**config.mk**
```make
export PLATFORM = sky130hd
export DESIGN_NAME = wdm_bank
export DESIGN_NICKNAME = d
export VERILOG_FILES = /design/src/rtl/wdm_pkg.sv /design/src/rtl/wdm_bank.sv
export SDC_FILE = /design/constraint.sdc
export NUM_CORES = 1
export LEC_CHECK = 0
export BUFFER_PORTS_ARGS = -buffer_cell sky130_fd_sc_hd__buf_4
export CORE_ASPECT_RATIO = 2
export CORE_MARGIN = 2
export CORE_UTILIZATION = 40
export CTS_BUF_LIST = sky130_fd_sc_hd__clkbuf_2
export CTS_CLUSTER_SIZE = 30
export DETAILED_ROUTE_END_ITERATION = 6
export PLACE_DENSITY = 0.69
export SLEW_MARGIN = 5
export SYNTH_ARGS = -nofsm -noshare
export SYNTH_HDL_FRONTEND = slang
export SYNTH_SLANG_ARGS = --single-unit
```
**constraint.sdc**
```tcl
create_clock -name clk -period 1.1 [get_ports clk]
set_input_delay 0.11 -clock clk [delete_from_list [all_inputs] [get_ports clk]]
set_output_delay 0.11 -clock clk [all_outputs]
set_load 0.01 [all_outputs]
```
**src/rtl/wdm_pkg.sv**
```systemverilog
// package for the watchdog service and monitor register bank
// assumes an 8-bit register port, byte addressed, one bus clock
package wdm_pkg;
   // -------------------------------------------------------------
   // register map
   // -------------------------------------------------------------
   localparam logic [9:0] ADDR_WATCHDOG_SERVICE   = 10'h03f;
   localparam logic [9:0] ADDR_TEMP_MONITOR_CTL   = 10'h2f0;
   localparam logic [9:0] ADDR_LOW_VOLT_MONITOR_CTL = 10'h2f1;
   // -------------------------------------------------------------
   // field positions
   // -------------------------------------------------------------
   localparam int BIT_VOLT_ROUTE  = 5;
   localparam int BIT_SENSOR_EN   = 3;
   localparam int BIT_STATUS      = 2;
   localparam int BIT_IRQ_EN      = 1;
   localparam int BIT_CHANGE_FLAG = 0;
   // -------------------------------------------------------------
   // service codes and values
   // -------------------------------------------------------------
   localparam logic [7:0] SERVICE_ARM     = 8'h55;
   localparam logic [7:0] SERVICE_RESTART = 8'haa;
   localparam logic [7:0] READ_ZERO       = 8'h00;
   localparam logic [2:0] RATE_DISABLED   = 3'h0;

   typedef struct packed {
      logic       wr;
      logic       rd;
      logic [9:0] addr;
      logic [7:0] wdata;
   } wdm_bus_s;

   typedef enum logic [0:0] {
      WDM_IDLE  = 1'b0,
      WDM_ARMED = 1'b1
   } wdm_arm_e;
endpackage : wdm_pkg

```
**src/rtl/wdm_bank.sv**
```systemverilog
// watchdog service register plus temperature and low-voltage monitor
// registers; assumes an external watchdog counter supplies rate,
// window mode, window phase and expiry, and analog comparators
// drive asynchronous level inputs.
// also assumes the bus never strobes read and write in one cycle
// and that period_expired is a single-cycle pulse.
//
// The address-and-strobe port was chosen for this implementation.
`timescale 1ns/100ps
module wdm_bank
   import wdm_pkg::*;
(
   input  wire logic       clk,              // bus clock, 200 mhz
   input  wire logic       rstn,             // async reset, active low
   input  wire logic [9:0] addr,             // register byte address
   input  wire logic [7:0] wdata,            // write data
   input  wire logic       wr,               // write strobe
   input  wire logic       rd,               // read strobe
   output logic      [7:0] rdata,            // read data, cycle after rd
   input  wire logic [2:0] watchdog_rate_select, // from counter config
   input  wire logic       window_watchdog_mode, // from counter config
   input  wire logic       window_open,      // counter in last quarter
   input  wire logic       period_expired,   // counter end-of-period
   output logic            watchdog_restart, // pulse, restart counter
   output logic            watchdog_enable,  // counter enabled
   output logic            watchdog_reset_req, // pulse, system reset
   input  wire logic       temp_comp_async,  // over-temperature comp
   input  wire logic       low_volt_comp_async, // analog_supply low
   output logic            temp_sensor_enable, // sensor power
   output logic            voltage_route_select, // 1 bandgap, 0 temp
   output logic            temp_irq,         // temperature irq
   output logic            low_volt_irq      // low-voltage irq
);

   // ------------------------------------------------------------
   // bus decode
   // ------------------------------------------------------------
   // one struct carries the strobes so every decoder sees one bundle
   wdm_bus_s bus;
   assign bus = '{wr: wr, rd: rd, addr: addr, wdata: wdata};

   logic wr_service;
   logic wr_temp;
   logic wr_lv;
   assign wr_service = bus.wr && (bus.addr == ADDR_WATCHDOG_SERVICE);
   assign wr_temp    = bus.wr && (bus.addr == ADDR_TEMP_MONITOR_CTL);
   assign wr_lv      = bus.wr && (bus.addr == ADDR_LOW_VOLT_MONITOR_CTL);

   // ------------------------------------------------------------
   // watchdog arming sequence
   // ------------------------------------------------------------
   wdm_arm_e arm_state;
   wdm_arm_e next_arm_state;
   logic     enabled;
   logic     bad_write;
   logic     good_pair;

   assign enabled = (watchdog_rate_select != RATE_DISABLED);

   always_comb begin
      next_arm_state = arm_state;
      bad_write      = 1'b0;
      good_pair      = 1'b0;
      if (!enabled) begin
         next_arm_state = WDM_IDLE;
      end else if (wr_service) begin
         if (window_watchdog_mode && !window_open) begin
            bad_write      = 1'b1;
            next_arm_state = WDM_IDLE;
         end else if (bus.wdata == SERVICE_ARM) begin
            next_arm_state = WDM_ARMED;
         end else if (bus.wdata == SERVICE_RESTART) begin
            // pair completes restart
            // a lone 0xaa neither restarts nor resets; only the pair
            // counts, so a stray restart byte is simply dropped
            good_pair      = (arm_state == WDM_ARMED);
            next_arm_state = WDM_IDLE;
         end else begin
            bad_write      = 1'b1;
            next_arm_state = WDM_IDLE;
         end
      end
   end

   always_ff @(posedge clk or negedge rstn) begin
      if (!rstn) begin
         arm_state <= WDM_IDLE;
      end else if (good_pair || period_expired) begin
         // a restart or expiry closes any half-done pair
         arm_state <= WDM_IDLE;
      end else begin
         arm_state <= next_arm_state;
      end
   end

   // ------------------------------------------------------------
   // watchdog outputs to the counter and the system reset logic
   // ------------------------------------------------------------
   // the counter sees the enable one cycle late; a rate change to disabled
   // in mid-pair is already handled above by dropping the pair
   always_ff @(posedge clk or negedge rstn) begin
      if (!rstn) begin
         watchdog_enable <= 1'b0;
      end else begin
         watchdog_enable <= enabled;
      end
   end

   always_ff @(posedge clk or negedge rstn) begin
      if (!rstn) begin
         watchdog_restart <= 1'b0;
      end else begin
         watchdog_restart <= good_pair;
      end
   end

   // one pulse per event; the system reset logic stretches it
   always_ff @(posedge clk or negedge rstn) begin
      if (!rstn) begin
         watchdog_reset_req <= 1'b0;
      end else begin
         watchdog_reset_req <= bad_write || (enabled && period_expired);
      end
   end

   // ------------------------------------------------------------
   // comparator synchronisers
   // ------------------------------------------------------------
   logic [1:0] comp_meta;
   logic [1:0] comp_sync;
   // the comparators are slow analog levels, so two flops suffice;
   // the status registers below double as the edge history
   // two-flop sync
   always_ff @(posedge clk or negedge rstn) begin
      if (!rstn) begin
         comp_meta <= 2'h0;
         comp_sync <= 2'h0;
      end else begin
         comp_meta <= {low_volt_comp_async, temp_comp_async};
         comp_sync <= comp_meta;
      end
   end

   // ------------------------------------------------------------
   // start-up sequencing
   // ------------------------------------------------------------
   // the synchroniser shows its reset value for two edges after
   // release, so comparator levels are trusted from the third edge
   // on; reads in the first cycles after reset show reset values
   logic lv_primed;
   logic prime_done;
   logic sync_valid;
   always_ff @(posedge clk or negedge rstn) begin
      if (!rstn) begin
         lv_primed  <= 1'b0;
         prime_done <= 1'b0;
         sync_valid <= 1'b0;
      end else begin
         lv_primed  <= 1'b1;
         prime_done <= lv_primed;
         sync_valid <= prime_done;
      end
   end

   // ------------------------------------------------------------
   // temperature monitor register
   // ------------------------------------------------------------
   logic temp_status;
   logic temp_change_flag;
   logic temp_irq_enable;
   logic temp_changed;

   always_ff @(posedge clk or negedge rstn) begin
      if (!rstn) begin
         temp_status <= 1'b0;
      end else begin
         temp_status <= comp_sync[0];
      end
   end
   assign temp_changed = sync_valid && (comp_sync[0] != temp_status);

   // ------------------------------------------------------------
   // temperature control bits
   // ------------------------------------------------------------
   // route select
   // a plain mux select; with the sensor off neither route carries
   // a valid voltage, which software has to respect
   always_ff @(posedge clk or negedge rstn) begin
      if (!rstn) begin
         voltage_route_select <= 1'b0;
      end else if (wr_temp) begin
         voltage_route_select <= bus.wdata[BIT_VOLT_ROUTE];
      end
   end

   always_ff @(posedge clk or negedge rstn) begin
      if (!rstn) begin
         temp_sensor_enable <= 1'b0;
      end else if (wr_temp) begin
         temp_sensor_enable <= bus.wdata[BIT_SENSOR_EN];
      end
   end

   always_ff @(posedge clk or negedge rstn) begin
      if (!rstn) begin
         temp_irq_enable <= 1'b0;
      end else if (wr_temp) begin
         temp_irq_enable <= bus.wdata[BIT_IRQ_EN];
      end
   end

   // ------------------------------------------------------------
   // temperature change flag
   // ------------------------------------------------------------
   // set beats a same-cycle clear so no change is lost
   always_ff @(posedge clk or negedge rstn) begin
      if (!rstn) begin
         temp_change_flag <= 1'b0;
      end else if (temp_changed) begin
         temp_change_flag <= 1'b1;
      end else if (wr_temp && bus.wdata[BIT_CHANGE_FLAG]) begin
         temp_change_flag <= 1'b0;
      end
   end

   // ------------------------------------------------------------
   // low-voltage monitor register
   // ------------------------------------------------------------
   logic lv_status;
   logic low_volt_change_flag;
   logic low_volt_irq_enable;
   logic lv_changed;

   always_ff @(posedge clk or negedge rstn) begin
      if (!rstn) begin
         lv_status <= 1'b0;
      end else begin
         lv_status <= comp_sync[1];
      end
   end
   assign lv_changed = sync_valid && (comp_sync[1] != lv_status);

   // ------------------------------------------------------------
   // low-voltage control bits
   // ------------------------------------------------------------
   // enable writable anytime
   always_ff @(posedge clk or negedge rstn) begin
      if (!rstn) begin
         low_volt_irq_enable <= 1'b0;
      end else if (wr_lv) begin
         low_volt_irq_enable <= bus.wdata[BIT_IRQ_EN];
      end
   end

   // ------------------------------------------------------------
   // low-voltage change flag
   // ------------------------------------------------------------
   // loaded once from the settled supply state, then edge driven
   always_ff @(posedge clk or negedge rstn) begin
      if (!rstn) begin
         low_volt_change_flag <= 1'b0;
      end else if (prime_done && !sync_valid) begin
         // flag follows supply state at reset
         low_volt_change_flag <= comp_sync[1];
      end else if (lv_changed) begin
         low_volt_change_flag <= 1'b1;
      end else if (wr_lv && bus.wdata[BIT_CHANGE_FLAG]) begin
         low_volt_change_flag <= 1'b0;
      end
   end

   // ------------------------------------------------------------
   // interrupt requests
   // ------------------------------------------------------------
   // registered so the outputs come from flops; the request lags
   // the flag by one cycle, which a level interrupt tolerates
   // flag and enable
   always_ff @(posedge clk or negedge rstn) begin
      if (!rstn) begin
         temp_irq <= 1'b0;
      end else begin
         temp_irq <= temp_change_flag && temp_irq_enable;
      end
   end

   always_ff @(posedge clk or negedge rstn) begin
      if (!rstn) begin
         low_volt_irq <= 1'b0;
      end else begin
         low_volt_irq <= low_volt_change_flag && low_volt_irq_enable;
      end
   end

   // ------------------------------------------------------------
   // read path
   // ------------------------------------------------------------
   logic [7:0] next_rdata;
   always_comb begin
      next_rdata = READ_ZERO;
      if (bus.rd) begin
         unique case (bus.addr)
            ADDR_TEMP_MONITOR_CTL: begin
               next_rdata[BIT_VOLT_ROUTE]  = voltage_route_select;
               next_rdata[BIT_SENSOR_EN]   = temp_sensor_enable;
               next_rdata[BIT_STATUS]      = temp_status;
               next_rdata[BIT_IRQ_EN]      = temp_irq_enable;
               next_rdata[BIT_CHANGE_FLAG] = temp_change_flag;
            end
            ADDR_LOW_VOLT_MONITOR_CTL: begin
               next_rdata[BIT_STATUS]      = lv_status;
               next_rdata[BIT_IRQ_EN]      = low_volt_irq_enable;
               next_rdata[BIT_CHANGE_FLAG] = low_volt_change_flag;
            end
            // unmapped reads give zero so probing software sees no noise
            // service reads zero; unmapped also zero
            default: next_rdata = READ_ZERO;
         endcase
      end
   end

   always_ff @(posedge clk or negedge rstn) begin
      if (!rstn) begin
         rdata <= READ_ZERO;
      end else begin
         rdata <= next_rdata;
      end
   end

endmodule : wdm_bank

```
# Word level (Yosys, flattened, before mapping)
# Cells that the tools add are included.
dict set report op_classes {
  eq_ne 8
  mux 24
  reduce_logical 19
}
# operator count
set ops {}
lappend ops {{$mux W1} 22}
lappend ops {{$eq A10 B10 Y1 const B} 2}
lappend ops {{$logic_and A1 B1 Y1} 12}
lappend ops {{$eq A10 B6 Y1 const B} 1}
lappend ops {{$eq A8 B7 Y1 const B} 1}
lappend ops {{$eq A8 B8 Y1 const B} 1}
lappend ops {{$mux W6} 1}
lappend ops {{$pmux W3 S2} 1}
lappend ops {{$reduce_bool A3 Y1} 2}
lappend ops {{$ne A3 B2 Y1 const B} 1}
lappend ops {{$logic_not A1 Y1} 2}
lappend ops {{$logic_or A1 B1 Y1} 2}
lappend ops {{$ne A1 B1 Y1} 2}
lappend ops {{$reduce_bool A2 Y1} 1}
dict set report totals {
  elab_cells 71
  output_inout_bits 15
  in_bits 30
  ff_bits 29
}

# Depth between registers and ports, before layout
dict set report logic_depth {
  word_depth 8
  ltp_mapped 5
  depth_no_buf 4
}

# Worst setup path before layout
# No wires, ideal clock.
dict set report synth_timing {
  path_kind {input-to-reg}
  start {input port addr[1]}
  end {register temp_irq_enable}
  t_arrival_ns 1.537
  required_ns 0.975
  path_buffers 0
  path_stages 4
  setup_ns 0.125
  slack_ns -0.562
  path_cell_list {or4b_1 -> or2_4 -> nor4_4 -> mux2_2}
}
dict set report synth_via {
  elab_chain_len 2
}
# element line_no
set synth_rtl {}
lappend synth_rtl {{start, declared} wdm_bank.sv:15} ;# input wire logic [9:0] addr,
lappend synth_rtl {{$eq A10 B10 Y1} wdm_bank.sv:46} ;# assign wr_temp = bus.wr && (bus.addr == ADDR_TEMP_MONITOR_CTL);
lappend synth_rtl {{$logic_and A1 B1 Y1} wdm_bank.sv:46}
lappend synth_rtl {{end signal, assigned} wdm_bank.sv:208} ;# temp_irq_enable <= bus.wdata[BIT_IRQ_EN];
lappend synth_rtl {{end, declared} wdm_bank.sv:170} ;# logic temp_irq_enable;
# Every way passes these cells.
# A chain may end at the register's enable or synchronous reset.

# Worst setup path after layout
dict set report layout_timing {
  start {input port addr[1]}
  end {register temp_sensor_enable}
}
dict set report layout_via {
  elab_chain_len 2
}
# element line_no
set layout_rtl {}
lappend layout_rtl {{$eq A10 B10 Y1} wdm_bank.sv:46}
lappend layout_rtl {{$logic_and A1 B1 Y1} wdm_bank.sv:46}
lappend layout_rtl {{end signal, assigned} wdm_bank.sv:200} ;# temp_sensor_enable <= bus.wdata[BIT_SENSOR_EN];
lappend layout_rtl {{end, declared} wdm_bank.sv:29} ;# output logic temp_sensor_enable,
# Every way passes these cells.

==> qor.txt <==
YS warnings -> 0
Post-DP Area -> 1510 µm²
Adder-cell share of the synthesized area -> 0%
DR iter-0 viols -> 13
Crit path cell chain -> buf_6, or4b_4, or2_4, nor4_4, mux2_2
Crit end category -> register
Synth area leader -> dfrtp_1
Via density -> 4.98
Filler cell count -> 200
Top-area cell type share of the netlist area -> 60.2%
Req. time, crit path -> 1350 ps
Largest net degree at the start of global routing -> 27
Hold Crit Class -> primary input to register
Die Ht -> 77.5 µm
Layout cells sized above 1 -> 49.7%
GP Congestion -> 0.731
Max Fclk -> 0.742 GHz
Die area -> 3160 µm²
Fin crit share -> 123%
FF+latch count, synth -> 26
Clock sink count -> 26
First-pass GRT wire length -> 4040 µm
Fin nets -> 176
Largest family of logic cells by synthesized area -> simple AND/OR/NAND/NOR gates
Reg2Reg Depth -> 3
Remaining DRCs -> 0
Total GRT Usage -> 18.3%
Layout Skew -> 13.5 ps
Multiplexer share of the synthesized area -> 7.99%
Synth Area in Compound Gates -> 4.98%
CP arrival -> 1600 ps
Chip Width -> 40.8 µm
Delay-heaviest family, CP -> simple AND/OR/NAND/NOR gates
Area Overhead vs Synth -> 56.2%
Post-synthesis simple-gate area fraction -> 20.3%
Post-route ant nets -> 0
Worst setup margin -> -248 ps
Gate Count Post-Synth -> 86
Xor/xnor share of the synthesized area -> 0.810%
Crit-path max cell delay -> 520 ps
Synthesized area -> 1080 µm²
WL final -> 2530 µm
Row count -> 26
Post-synth cell types -> 31
Ys flop type -> dfrtp_1
Synth area leaders -> dfrtp_1, mux2_2, nor4bb_1
ANT cells -> 0
RSZ-0062 raised after global routing -> true
Core area -> 2570 µm²
Mean Syn Cell Area -> 12.6 µm²
Crit path depth -> 5
Post-Layout Cell Count -> 173
Final count of negative-setup-slack endpoints -> 6
Final HPWL DP -> 1880 µm
CP Class -> primary input to register
Max rail drop VDD -> 0.000759 V
Hold Path Depth -> 2
Tightest hold margin -> 18.4 ps
Status -> complete, but fails checks
Pwr Total -> 1.84 mW
PortBufs -> 41
CTS tree -> yes
CP bufs+invs -> 1
Wire per inst -> 14.6 µm
Final Critical Period -> 1350 ps
Boundary pin count -> 45
Depth of the CTS H-tree -> 1
Post-synth EDFFs -> 0
Root buf cell -> clkbuf_2
Vias -> 861
LEAKAGE -> 0.832 nW
Starting Density -> 42.1%
Design area -> 1690 µm²
DP Worst Slack -> -715 ps
Cell count after placement -> 162
Endpoints failing hold -> 0
Hold-fix buffers, CTS -> 5
DRT Pass-1 Iters -> 2
Failing checks -> negative setup slack
Share of flip-flops with an asynchronous set or reset -> 100%
Initial antenna violation count -> 0
Worst skew pair latency -> 340 ps
Clock tree buffer depth -> 2
Grt ovf -> 0
Power per cell area -> 1090 nW/µm²
Final Max Tran Viols -> 0
Vias in the first global route -> 954
Startpoint Class -> primary input
Slowest cell on crit path -> or4b_4
Post-synthesis sequential area ratio -> 60.2%
Clock Pin Slew Worst Setup and Hold Paths -> 220 ps
CTS Buf Count -> 3
Number of max-cap violations -> 0
Worst-path fanout max -> 4
-- synthesized netlist by cell type (2+ instances only) --
| master | instances |
|---|---|
| inv_1 | 5 |
| mux2_2 | 5 |
| nand3_1 | 4 |
| nor3b_1 | 2 |
| and2_1 | 2 |
| mux2i_1 | 3 |
| o21ai_0 | 2 |
| buf_4 | 3 |
| conb_1 | 2 |
| nor4bb_1 | 4 |
| nor2_1 | 4 |
| nor3_1 | 4 |
| dfrtp_1 | 26 |
| nand2_1 | 3 |
-- registers in the layout, summed over array words and instances, names as in the netlist --
register,cells
low_volt_irq,1
rdata,5
temp_irq_enable,1
temp_sensor_enable,1
temp_change_flag,1
sync_valid,1
temp_status,1
prime_done,1
watchdog_reset_req,1
lv_status,1
arm_state,1
low_volt_irq_enable,1
voltage_route_select,1
temp_irq,1
watchdog_enable,1
comp_sync,2
watchdog_restart,1
lv_primed,1
comp_meta,2
low_volt_change_flag,1
-- cell families after synthesis --
family	Yosys count
and+or+nand+nor	32
DFF	26
buffers and inverters	9
AOI/OAI and AO/OA	8
muxes	8
other	2
xor gates and xnor gates	1
-- what timing repair did --
| item | 4_1_cts | 5_1_grt |
|---|---|---|
| resized for setup | 9 | 4 |
| pin swaps | 5 | 1 |
| cloned | 0 | 0 |
| setup buffers | 1 | 1 |
| endpoints found under the hold margin | 31 | 1 |
| setup endpoints to repair | 7 | 9 |
-- power by group --
| part | switching, mW | internal [mW] |
|---|---|---|
| sequential | 0.0217 | 0.985 |
| clock | 0.270 | 0.313 |
| combinational | 0.105 | 0.146 |
-- layout by cell type, fill, tap and decap left out, types with 2 or more instances in the layout --
| cell type | netlist | layout |
|---|---|---|
| or4b_4 | 0 | 2 |
| nor3_1 | 4 | 2 |
| nor4bb_1 | 4 | 4 |
| buf_4 | 3 | 48 |
| and2_1 | 2 | 2 |
| inv_1 | 5 | 5 |
| buf_6 | 0 | 4 |
| o21ai_0 | 2 | 2 |
| dlygate4sd3_1 | 0 | 5 |
| nand2_1 | 3 | 3 |
| clkbuf_2 | 0 | 3 |
| mux2_2 | 5 | 2 |
| nor3b_1 | 2 | 2 |
| dfrtp_1 | 26 | 26 |
| mux2_4 | 0 | 3 |
| nor2_1 | 4 | 4 |
| mux2i_1 | 3 | 3 |
| conb_1 | 2 | 4 |
| nand3_1 | 4 | 4 |
| nor4_4 | 1 | 2 |
-- cell type report --
type,instances,area (µm²),share of cell area (%)
clock buffer,3,15.0,0.889
multi-input combinational,53,484,28.7
timing repair buffer,57,455,27.0
clock inverter,1,30.0,1.78
tap,28,35.0,2.07
sequential,26,651,38.5
inverter,5,18.8,1.11
-- final timing paths --
check | to | start | slack (ps)
min in group asynchronous | rdata[2]$_DFF_PN0_ | rstn | 160
max in group asynchronous | temp_irq_enable$_DFFE_PN0N_ | rstn | 690
hold reg to reg | comp_sync[1]$_DFF_PN0_ | comp_meta[1]$_DFF_PN0_ | 380
setup / recovery | temp_sensor_enable$_DFFE_PN0N_ | addr[1] | -250
hold / removal | temp_sensor_enable$_DFFE_PN0N_ | wdata[3] | 20
setup reg to reg | temp_change_flag$_DFFE_PN0P_ | temp_status$_DFF_PN0_ | 180
-- layer usage --
metal / vias up / global-route usage, % / share of wire (%)
met1: 420 / 19.1 / 33
li1: 416 / - / -
met3: 4 / 2.00 / 2.9
met5: - / 0 / 0
met4: 0 / 7.00 / 1.5
met2: 21 / 33.5 / 63
-- stage by stage --
stage	util [%]	TNS [ps]
6_report	65.7	-1070
3_3_place_gp	58.7	-6090
4_1_cts	64.2	-1010
2_1_floorplan	-	-3340
5_1_grt	65.7	-1140
3_5_place_dp	58.7	-6430
No activity file was read; power rests on OpenSTA's default activity.
